$ cat src/shared/dps_pkg.sv
package dps_pkg;

	// ---------------------------------------------------------------
	// time base
	// ---------------------------------------------------------------
	localparam int CLK_HZ = 250_000_000;
	localparam int TICK_MS = 100; // one supervision tick is 0.1 s
	localparam int TICK_CYC = CLK_HZ / 1000 * TICK_MS;
	localparam int IMB_TIME_S = 6; // imbalance must last longer than this
	localparam int IMB_TICKS = IMB_TIME_S * 1000 / TICK_MS;
	localparam int TMR_W = 14;
	localparam int MS_PER_S = 1000;

	// ---------------------------------------------------------------
	// register map (byte addresses, one word each)
	// ---------------------------------------------------------------
	localparam int CFG_N = 9;
	localparam logic [7:0] ADR_PROT = 8'h00;
	localparam logic [7:0] ADR_LOSS = 8'h04;
	localparam logic [7:0] ADR_OVLD = 8'h08;
	localparam logic [7:0] ADR_IMB = 8'h0C;
	localparam logic [7:0] ADR_DIP = 8'h10;
	localparam logic [7:0] ADR_VLIM = 8'h14;
	localparam logic [7:0] ADR_CLIM = 8'h18;
	localparam logic [7:0] ADR_OSC = 8'h1C;
	localparam logic [7:0] ADR_BAND = 8'h20;
	localparam logic [7:0] ADR_STAT = 8'h24;

	// field positions
	localparam int F_DIG_UNIT = 0;
	localparam int F_DIG_TENS = 4;
	localparam int F_DIG_HUND = 8;
	localparam int F_DIG_THOU = 12;
	localparam int F_LO = 0; // low field of a two-field word
	localparam int F_HI = 16; // high field of a two-field word
	localparam int F_B1 = 8;
	localparam int F_B2 = 16;
	localparam int F_B3 = 24;
	localparam int F_AMP = 8;
	localparam int F_JOG = 12;
	localparam int F_PBP = 13;

	// status bits
	localparam int S_LOSS = 0;
	localparam int S_IMB = 1;
	localparam int S_PRE = 2;
	localparam int S_DIP = 3;
	localparam int S_UV = 4;
	localparam int S_OV = 5;
	localparam int S_CLIM = 6;
	localparam int S_OSC = 7;
	localparam logic [31:0] STAT_W1C = 32'h0000_0003;

	// reset values, 220 V class and 380 V class
	localparam logic [31:0] RST_220 [CFG_N] = '{32'h0000_0001,
		32'h0064_0000, 32'h0064_3278, 32'h0000_00C8, 32'h00FA_0000,
		32'h00B4_0177, 32'h0100_0AA0, 32'h0000_651E, 32'h01C2_0032};
	localparam logic [31:0] RST_380 [CFG_N] = '{32'h0000_0001,
		32'h0064_0000, 32'h0064_3278, 32'h0000_00C8, 32'h01C2_0000,
		32'h0168_02BC, 32'h0100_0AA0, 32'h0000_651E, 32'h01C2_0032};
	localparam logic [31:0] CFG_MASK [CFG_N] = '{32'h0000_FFFF,
		32'h3FFF_03FF, 32'h00FF_FFFF, 32'h0000_07FF, 32'h03FF_3FFF,
		32'h03FF_03FF, 32'hFFFF_FFFF, 32'h0000_FFFF, 32'h0FFF_0FFF};

	// scale factors
	localparam logic [25:0] PERMILLE = 26'h00003E8;
	localparam logic [15:0] PCT_TO_TENTH = 16'h000A;
	localparam logic [27:0] RATIO_SCALE = 28'h0000064;
	localparam logic [3:0] DIGIT_ON = 4'h1;

	// ---------------------------------------------------------------
	// carriers
	// ---------------------------------------------------------------
	typedef enum logic [1:0] {RUN_IDLE, RUN_ACC, RUN_DEC, RUN_CONST} dps_run_t;

	typedef struct packed {
		logic [15:0] fb; // pid feedback
		logic [15:0] sp; // pid setpoint, same scale
		logic [15:0] i_out; // output current, 0.1 % of rated
		logic [15:0] i_a;
		logic [15:0] i_b;
		logic [15:0] i_c;
		logic [9:0] vbus; // dc bus, volts
		logic [11:0] freq; // output frequency, 0.1 Hz
		logic [11:0] fmax; // maximum frequency, 0.1 Hz
		dps_run_t run;
		logic jog_req;
	} dps_meas_t;

	typedef struct packed {
		logic loss_trip;
		logic prealarm;
		logic output_imbalance_fault;
		logic dip_active;
		logic undervolt;
		logic ov_stall;
		logic decel_vlim_act;
		logic [7:0] decel_vlim_factor;
		logic climit_active;
		logic pbp_limit_en;
		logic [7:0] acc_supp_gain;
		logic [7:0] const_supp_gain;
		logic osc_active;
		logic pwm_five_seg;
		logic [7:0] osc_coef;
		logic [3:0] amp_coef;
		logic jog_grant;
		logic motor_ovl_en;
		logic [15:0] motor_ovl_lvl; // 0.1 % of inverter rated current
	} dps_prot_t;

endpackage

$ cat src/rtl/dps_supervisor.sv
module dps_supervisor
	import dps_pkg::*;
#(
	parameter int TICK_CYCLES = TICK_CYC,
	parameter bit CLASS_380 = 1'b0
)
(
	// clock and reset
	input wire logic clk_sys,
	input wire logic rst_n,
	// wishbone slave
	input wire logic wb_cyc_i,
	input wire logic wb_stb_i,
	input wire logic wb_we_i,
	input wire logic [7:0] wb_adr_i,
	input wire logic [3:0] wb_sel_i,
	input wire logic [31:0] wb_dat_i,
	output logic [31:0] wb_dat_o,
	output logic wb_ack_o,
	// measurements from sensing and pid logic
	input wire dps_meas_t meas_i,
	// protection actions
	output dps_prot_t prot_o
);

	localparam int DIV_W = $clog2(TICK_CYCLES + 1);

	// ---------------------------------------------------------------
	// tick divider
	// ---------------------------------------------------------------
	logic [DIV_W-1:0] div_r;
	logic tick;

	assign tick = (div_r == DIV_W'(TICK_CYCLES - 1));

	// free running, one pulse every 0.1 s
	always_ff @(posedge clk_sys or negedge rst_n)
	begin
		if (!rst_n)
			div_r <= '0;
		else if (tick)
			div_r <= '0;
		else
			div_r <= div_r + DIV_W'(1);
	end

	// ---------------------------------------------------------------
	// wishbone slave
	// ---------------------------------------------------------------
	logic [31:0] cfg_r [CFG_N];
	logic ack_r;
	logic [31:0] rdata_r;
	logic req;
	logic [5:0] idx;
	logic cfg_hit;
	logic stat_hit;
	logic [31:0] wmerge;
	logic [31:0] stat;
	logic loss_trip_r;
	logic imb_fault_r;
	logic [31:0] w1c;
	logic wr_ack;

	assign req = wb_cyc_i & wb_stb_i & ~ack_r;
	// writes commit on the edge where the master sees ack, not before
	assign wr_ack = wb_cyc_i & wb_stb_i & wb_we_i & ack_r;
	assign idx = wb_adr_i[7:2];
	assign cfg_hit = (idx < 6'(CFG_N));
	assign stat_hit = (wb_adr_i == ADR_STAT);
	assign wb_ack_o = ack_r;
	assign wb_dat_o = rdata_r;

	// byte lanes merged over the addressed word
	always_comb
	begin
		wmerge = cfg_hit ? cfg_r[idx[3:0]] : '0;
		for (int b = 0; b < 4; b++)
		begin
			if (wb_sel_i[b])
				wmerge[8*b +: 8] = wb_dat_i[8*b +: 8];
		end
	end

	// clear mask for the sticky status bits
	always_comb
	begin
		w1c = '0;
		if (wr_ack && stat_hit)
		begin
			for (int b = 0; b < 4; b++)
			begin
				if (wb_sel_i[b])
					w1c[8*b +: 8] = wb_dat_i[8*b +: 8] & STAT_W1C[8*b +: 8];
			end
		end
	end

	// ack one cycle after the request; unmapped addresses still answer
	always_ff @(posedge clk_sys or negedge rst_n)
	begin
		if (!rst_n)
			ack_r <= 1'b0;
		else
			ack_r <= req;
	end

	// reads return zero outside the map
	always_ff @(posedge clk_sys or negedge rst_n)
	begin
		if (!rst_n)
			rdata_r <= '0;
		else if (req && !wb_we_i)
		begin
			if (cfg_hit)
				rdata_r <= cfg_r[idx[3:0]];
			else if (stat_hit)
				rdata_r <= stat;
			else
				rdata_r <= '0;
		end
	end

	// settings, defaults follow the voltage class
	always_ff @(posedge clk_sys or negedge rst_n)
	begin
		if (!rst_n)
		begin
			for (int k = 0; k < CFG_N; k++)
				cfg_r[k] <= CLASS_380 ? RST_380[k] : RST_220[k];
		end
		else if (wr_ack && cfg_hit)
			cfg_r[idx[3:0]] <= wmerge & CFG_MASK[idx[3:0]];
	end

	// ---------------------------------------------------------------
	// setting fields
	// ---------------------------------------------------------------
	logic [3:0] dig_unit, dig_tens, dig_thou;
	logic [9:0] loss_thr;
	logic [TMR_W-1:0] loss_time;
	logic [7:0] pre_pct, pre_dly, mot_coef;
	logic [10:0] imb_coef;
	logic [13:0] dip_coef;
	logic [9:0] dip_v, ov_lvl, uv_lvl;
	logic [7:0] lim_pct, acc_coef, cst_coef, dec_fac;
	logic [7:0] osc_coef;
	logic [3:0] amp_coef;
	logic jog_pri;
	logic [2:0] pbp_dig;
	logic [11:0] band_lo, band_hi;

	assign dig_unit = cfg_r[0][F_DIG_UNIT +: 4];
	assign dig_tens = cfg_r[0][F_DIG_TENS +: 4];
	assign dig_thou = cfg_r[0][F_DIG_THOU +: 4];
	assign loss_thr = cfg_r[1][F_LO +: 10];
	assign loss_time = cfg_r[1][F_HI +: TMR_W];
	assign pre_pct = cfg_r[2][F_LO +: 8];
	assign pre_dly = cfg_r[2][F_B1 +: 8];
	assign mot_coef = cfg_r[2][F_B2 +: 8];
	assign imb_coef = cfg_r[3][F_LO +: 11];
	assign dip_coef = cfg_r[4][F_LO +: 14];
	assign dip_v = cfg_r[4][F_HI +: 10];
	assign ov_lvl = cfg_r[5][F_LO +: 10];
	assign uv_lvl = cfg_r[5][F_HI +: 10];
	assign lim_pct = cfg_r[6][F_LO +: 8];
	assign acc_coef = cfg_r[6][F_B1 +: 8];
	assign cst_coef = cfg_r[6][F_B2 +: 8];
	assign dec_fac = cfg_r[6][F_B3 +: 8];
	assign osc_coef = cfg_r[7][F_LO +: 8];
	assign amp_coef = cfg_r[7][F_AMP +: 4];
	assign jog_pri = cfg_r[7][F_JOG];
	assign pbp_dig = cfg_r[7][F_PBP +: 3];
	assign band_lo = cfg_r[8][F_LO +: 12];
	assign band_hi = cfg_r[8][F_HI +: 12];

	// ---------------------------------------------------------------
	// comparisons
	// ---------------------------------------------------------------
	logic [25:0] fb_scl, sp_scl;
	logic [15:0] pre_lvl, lim_lvl;
	logic [15:0] imax, imin;
	logic [27:0] imax_scl, imin_scl;
	logic loss_cond, pre_cond, imb_cond;

	// threshold is in 0.1 % of setpoint: fb * 1000 < thr * sp
	assign fb_scl = 26'(meas_i.fb) * PERMILLE;
	assign sp_scl = 26'(loss_thr) * 26'(meas_i.sp);
	assign loss_cond = (dig_tens == DIGIT_ON) && (loss_thr != '0)
		&& (fb_scl < sp_scl);

	assign pre_lvl = 16'(pre_pct) * PCT_TO_TENTH;
	assign pre_cond = (meas_i.i_out > pre_lvl);

	// largest and smallest phase current
	always_comb
	begin
		imax = meas_i.i_a;
		imin = meas_i.i_a;
		if (meas_i.i_b > imax)
			imax = meas_i.i_b;
		if (meas_i.i_c > imax)
			imax = meas_i.i_c;
		if (meas_i.i_b < imin)
			imin = meas_i.i_b;
		if (meas_i.i_c < imin)
			imin = meas_i.i_c;
	end

	// coefficient is in hundredths; a dead phase with others live
	// counts as unbounded ratio
	assign imax_scl = 28'(imax) * RATIO_SCALE;
	assign imin_scl = 28'(imb_coef) * 28'(imin);
	assign imb_cond = (imb_coef != '0) && (imax_scl > imin_scl);

	// ---------------------------------------------------------------
	// qualification timers
	// ---------------------------------------------------------------
	logic [2:0] tmr_cond;
	logic [2:0][TMR_W-1:0] tmr_lim;
	logic [2:0] tmr_qual;

	assign tmr_cond = {imb_cond, pre_cond, loss_cond};
	assign tmr_lim[0] = loss_time;
	assign tmr_lim[1] = TMR_W'(pre_dly);
	assign tmr_lim[2] = TMR_W'(IMB_TICKS + 1);

	generate
		for (genvar g = 0; g < 3; g++)
		begin : g_tmr
			logic [TMR_W-1:0] cnt_r;

			// counts whole ticks, so the first one may be short by
			// up to one tick; saturates instead of wrapping
			always_ff @(posedge clk_sys or negedge rst_n)
			begin
				if (!rst_n)
					cnt_r <= '0;
				else if (!tmr_cond[g])
					cnt_r <= '0;
				else if (tick && (cnt_r != '1))
					cnt_r <= cnt_r + TMR_W'(1);
			end

			assign tmr_qual[g] = tmr_cond[g] && (cnt_r >= tmr_lim[g]);
		end
	endgenerate

	// ---------------------------------------------------------------
	// sticky faults
	// ---------------------------------------------------------------
	// coast-stop trip latches; set wins over clear
	always_ff @(posedge clk_sys or negedge rst_n)
	begin
		if (!rst_n)
			loss_trip_r <= 1'b0;
		else if (tmr_qual[0])
			loss_trip_r <= 1'b1;
		else if (w1c[S_LOSS])
			loss_trip_r <= 1'b0;
	end

	// imbalance fault latches; set wins over clear
	always_ff @(posedge clk_sys or negedge rst_n)
	begin
		if (!rst_n)
			imb_fault_r <= 1'b0;
		else if (tmr_qual[2])
			imb_fault_r <= 1'b1;
		else if (w1c[S_IMB])
			imb_fault_r <= 1'b0;
	end

	// ---------------------------------------------------------------
	// bus voltage, current limit, oscillation, jog
	// ---------------------------------------------------------------
	dps_prot_t prot_nxt;
	dps_prot_t prot_r;
	logic band_ok;
	logic running;

	assign lim_lvl = 16'(lim_pct) * PCT_TO_TENTH;
	assign running = (meas_i.run != RUN_IDLE);
	// band must be ordered and under the maximum frequency
	assign band_ok = (band_lo <= band_hi) && (band_hi <= meas_i.fmax);

	always_comb
	begin
		prot_nxt = '0;
		prot_nxt.loss_trip = loss_trip_r;
		prot_nxt.prealarm = tmr_qual[1];
		prot_nxt.output_imbalance_fault = imb_fault_r;
		prot_nxt.dip_active = (dip_coef != '0) && (meas_i.vbus < dip_v);
		prot_nxt.undervolt = (meas_i.vbus < uv_lvl);
		prot_nxt.ov_stall = (meas_i.vbus >= ov_lvl);
		prot_nxt.decel_vlim_act = (dec_fac != '0)
			&& (meas_i.run == RUN_DEC) && (meas_i.vbus >= ov_lvl);
		prot_nxt.decel_vlim_factor = dec_fac;
		prot_nxt.climit_active = (meas_i.i_out >= lim_lvl);
		case (meas_i.run)
			RUN_ACC: prot_nxt.pbp_limit_en = pbp_dig[0];
			RUN_DEC: prot_nxt.pbp_limit_en = pbp_dig[1];
			RUN_CONST: prot_nxt.pbp_limit_en = pbp_dig[2];
			default: prot_nxt.pbp_limit_en = 1'b0;
		endcase
		if ((meas_i.run == RUN_ACC) && prot_nxt.climit_active)
			prot_nxt.acc_supp_gain = acc_coef;
		if ((meas_i.run == RUN_CONST) && prot_nxt.climit_active)
			prot_nxt.const_supp_gain = cst_coef;
		prot_nxt.osc_active = (dig_thou == DIGIT_ON) && band_ok
			&& (meas_i.freq >= band_lo) && (meas_i.freq <= band_hi);
		prot_nxt.pwm_five_seg = prot_nxt.osc_active;
		if (prot_nxt.osc_active)
		begin
			prot_nxt.osc_coef = osc_coef;
			prot_nxt.amp_coef = amp_coef;
		end
		prot_nxt.jog_grant = jog_pri && running && meas_i.jog_req;
		// motor overload level against inverter rating
		prot_nxt.motor_ovl_en = (dig_unit == DIGIT_ON);
		prot_nxt.motor_ovl_lvl = 16'(mot_coef) * PCT_TO_TENTH;
	end

	// outputs come from flip-flops, one cycle behind the inputs
	always_ff @(posedge clk_sys or negedge rst_n)
	begin
		if (!rst_n)
			prot_r <= '0;
		else
			prot_r <= prot_nxt;
	end

	assign prot_o = prot_r;

	// ---------------------------------------------------------------
	// status word
	// ---------------------------------------------------------------
	always_comb
	begin
		stat = '0;
		stat[S_LOSS] = loss_trip_r;
		stat[S_IMB] = imb_fault_r;
		stat[S_PRE] = prot_r.prealarm;
		stat[S_DIP] = prot_r.dip_active;
		stat[S_UV] = prot_r.undervolt;
		stat[S_OV] = prot_r.ov_stall;
		stat[S_CLIM] = prot_r.climit_active;
		stat[S_OSC] = prot_r.osc_active;
	end

endmodule

$ cat config.mk
export PLATFORM = sky130hd
export DESIGN_NAME = dps_supervisor
export DESIGN_NICKNAME = d
export VERILOG_FILES = /design/src/shared/dps_pkg.sv /design/src/rtl/dps_supervisor.sv
export SDC_FILE = /design/constraint.sdc
export NUM_CORES = 2
export LEC_CHECK = 0
export ABC_AREA = 1
export CAP_MARGIN = 30
export CORE_UTILIZATION = 66
export DETAILED_ROUTE_END_ITERATION = 16
export DONT_BUFFER_PORTS = 1
export PLACE_DENSITY = 0.87
export SYNTH_ARGS = -nofsm -noshare
export SYNTH_HDL_FRONTEND = slang
export SYNTH_SLANG_ARGS = --single-unit
$ cat constraint.sdc
create_clock -name clk_sys -period 9.5 [get_ports clk_sys]
set_input_delay 0.95 -clock clk_sys [delete_from_list [all_inputs] [get_ports clk_sys]]
set_output_delay 0.95 -clock clk_sys [all_outputs]
set_load 0.02 [all_outputs]
==> reports/qor.yml <==
grt:
  grt_pass1_vias: 35300
  antenna_found_initial: 5
  gr-total-overflow: 0
  grt_pass1_wl_um: 184000
  track_usage_pct: 37.0
  grt_start_max_net_pins: 450
final_layout:
  n_fill_cell: 4328
  regArea_um2: 11300
  fin_area_um2: 44100
  nNetsFinal: 5934
  syn_to_final_growth_pct: 9.07
  layout_commonest_cell: "nand2_1"
  drive_gt1_share_pct: 9.23
  multiInputGateArea_um2: 25800
  mostFrequentLayoutCells: "nand2_1 (929), inv_1 (783), o21ai_0 (500), ha_1 (476), dfrtp_1 (395)"
drt:
  route.detailed.drc: 0
  wl_per_cell_um: 19.9
  first_pass_iters: 8
  wl_um: 115000
  drt_iter0_drc: 3640
  num_vias: 35200
  ant_nets: 0
  vias_per_cell: 6.10
critical_path:
  crit_required_ns: 10.00
  cp_max_fo: 8
  worstRegToRegCells: 34
  cp_slowest_stage_delay_ns: 0.53
  end_kind: "flip-flop"
  cpMostUsedCell: "inv_1"
  worstSetupPathType: "in2reg"
  critPathSlowestCell: "fa_1"
  cp.arrival_ns: 9.92
  critPathLaunchType: "primary input"
floorplan:
  pin_count: 280
  die_h_um: 249
  rows: 90
  start_util_pct: 66.9
  die_area_um2: 62200
  core_um2: 60400
  die_w_um: 249
place:
  post-place-ws_ns: -0.546
  dpl.hpwl_um: 85700
  portBuffers: 0
  globalplace.congestion: 0.981
  placedInstanceArea_um2: 41900
cts:
  numCtsBuffers: 44
  cts_tree: "built"
  clkTransAtPathRegs_ns: 0.07
  htreeDepth: 2
  clockBufferDepth: 3
  clock_latency_ns: 0.58
  cts_root_buffer: "clkbuf_16"
  clock-sinks: 449
pwr:
  comb_power_share_pct: 53.0
  switching_share_pct: 40.3
  p_seq_share_pct: 24.7
  p_sw_uw: 3260
  vdd_ir_drop_max_v: 0.000245
  clockPowerShare_pct: 22.3
  p_int_uw: 4830
  p_per_area_nw_per_um2: 184
  total_power_uw: 8090
  p_leak_uw: 0.0221
timing:
  worst_slew_pin_slew_ns: 1.58
  setup_viol: 0
  final.setup.worst_slack_ns: 0.0748
  drv_slew: 99
  period_share_pct: 99.2
  report.final.hold_viol_count: 0
  maxSlewHeadroom_pct: -5.62
  clock_skew_ns: 0.0266
  min_period_ns: 9.43
  max_freq_mhz: 106
  hold_slack_ns: 0.120
outcome:
  violations: "max-slew violations"
  status: "complete, but fails checks"
yosys:
  ys_ff_latch: 449
  yosysWarningCount: 0
  ys_top_cells_by_area: "dfrtp_1 (24%), ha_1 (15%), fa_1 (15%)"
  ys.flop_type: "dfrtp_1"
  synth_top_area_share_pct: 24.5
  mappedNetlistArea_um2: 40400
  syn_inst: 4923
  synth_top_area_cell: "dfrtp_1"
  async_flop_share_pct: 100
  netlist-cell-type-count: 70
  synth-edff-count: 0
  synth.avg_cell_area_um2: 8.20
  synth-seq-area-share_pct: 28.0
hold_path:
  hold_class: "in2async"
job:
  cap_violations: 0
==> routing by layer <==
metal,vias up,share of wire [%],global-route usage [%]
met2,1965,45,57.7
met1,16700,38,47.3
met5,-,0.037,0
li1,16100,-,-
met4,8,6.6,22.1
met3,484,11,8.72
==> cells by family (layout without fill, tap and decap cells) <==
kind of cell,count (synthesis),in the layout,share of synthesized area (%)
buf+inv,1004,1070,9.44
xor+xnor,113,113,2.45
other cells,1,8,0.00928
flops,449,449,28.0
fa+ha+maj,793,793,30.2
compound gates,1027,1027,14.3
simple gates,1536,1538,15.6
==> Yosys cell counts, types with 40 or more instances <==
cell type,count
xnor2_1,40
a21oi_1,263
inv_1,799
nor2_1,322
clkbuf_1,152
dfrtp_1,395
dfstp_2,54
nand3_1,109
ha_1,490
o21ai_1,43
nand2_1,946
xor2_1,73
o21ai_0,527
fa_1,303
nand4_1,41
nor3_1,51
==> worst max-delay path: cells and delay by family <==
family                   cells  cell delay (ns)
AO/OA/AOI/OAI                9             1.16
XOR/XNOR                     1             0.14
adder cells (fa/ha/maj)      9             3.50
buffers and inverters       11             1.15
AND/OR/NAND/NOR             20             2.98
==> worst paths after layout <==
path                                           end  slack, ns  startpoint
worst max-delay path             g_tmr[2].cnt_r[1]       0.07  meas_i[80]
max in group asynchronous               prot_o[29]       8.16       rst_n
worst min register to register          prot_o[50]       0.45   cfg_r[88]
worst min-delay path                    prot_o[38]       0.12       rst_n
min in group clk_sys                    prot_o[50]       0.45   cfg_r[88]
worst max register to register  g_tmr[0].cnt_r[12]       1.54  cfg_r[226]
==> power groups by stage <==
stage	Sequential [uW]	Combinational (uW)	Clock (uW)
after floorplan	2020	2870	0
after global placement	2030	3760	0
after detailed placement	2030	3910	0
after CTS	2000	3950	1800
after global routing	2000	4900	1880
final	2000	4290	1800
==> flip-flops by register name, summed over array words and instances, names as in the netlist, 4 cells and up <==
signal / count
acc_coef: 8
amp_coef: 4
g_tmr.cnt_r: 42
band_hi: 12
cfg_r: 252
prot_o: 59
div_r: 25
wb_dat_o: 32
band_lo: 12
==> stage by stage <==
stage / setup TNS (ns) / util (%) / cells
6_report: 0 / 73.0 / 5780
5_1_grt: -4.68 / 73.0 / 5778
4_1_cts: 0 / 71.8 / 5758
3_5_place_dp: -7.76 / 69.4 / 5676
3_3_place_gp: -4.67 / 69.2 / 5668
2_1_floorplan: 0 / - / 4927
==> cell type report <==
type | count | area share, %
multi-input cells | 3476 | 58.6
flip-flops and latches | 449 | 25.7
inverters | 815 | 6.96
repair buffers | 173 | 3.19
clock buffers | 66 | 2.96
well taps | 782 | 2.22
clock inverters | 16 | 0.409
diodes | 3 | 0.0170
==> repair_timing <==
action,4_1_cts,5_1_grt
pin swaps,0,51
resized for setup,1,141
buffers inserted,0,12
hold buffers,0,0
cloned,0,5
endpoints found under the setup margin,1,15
(Power assumes the default switching activity.)
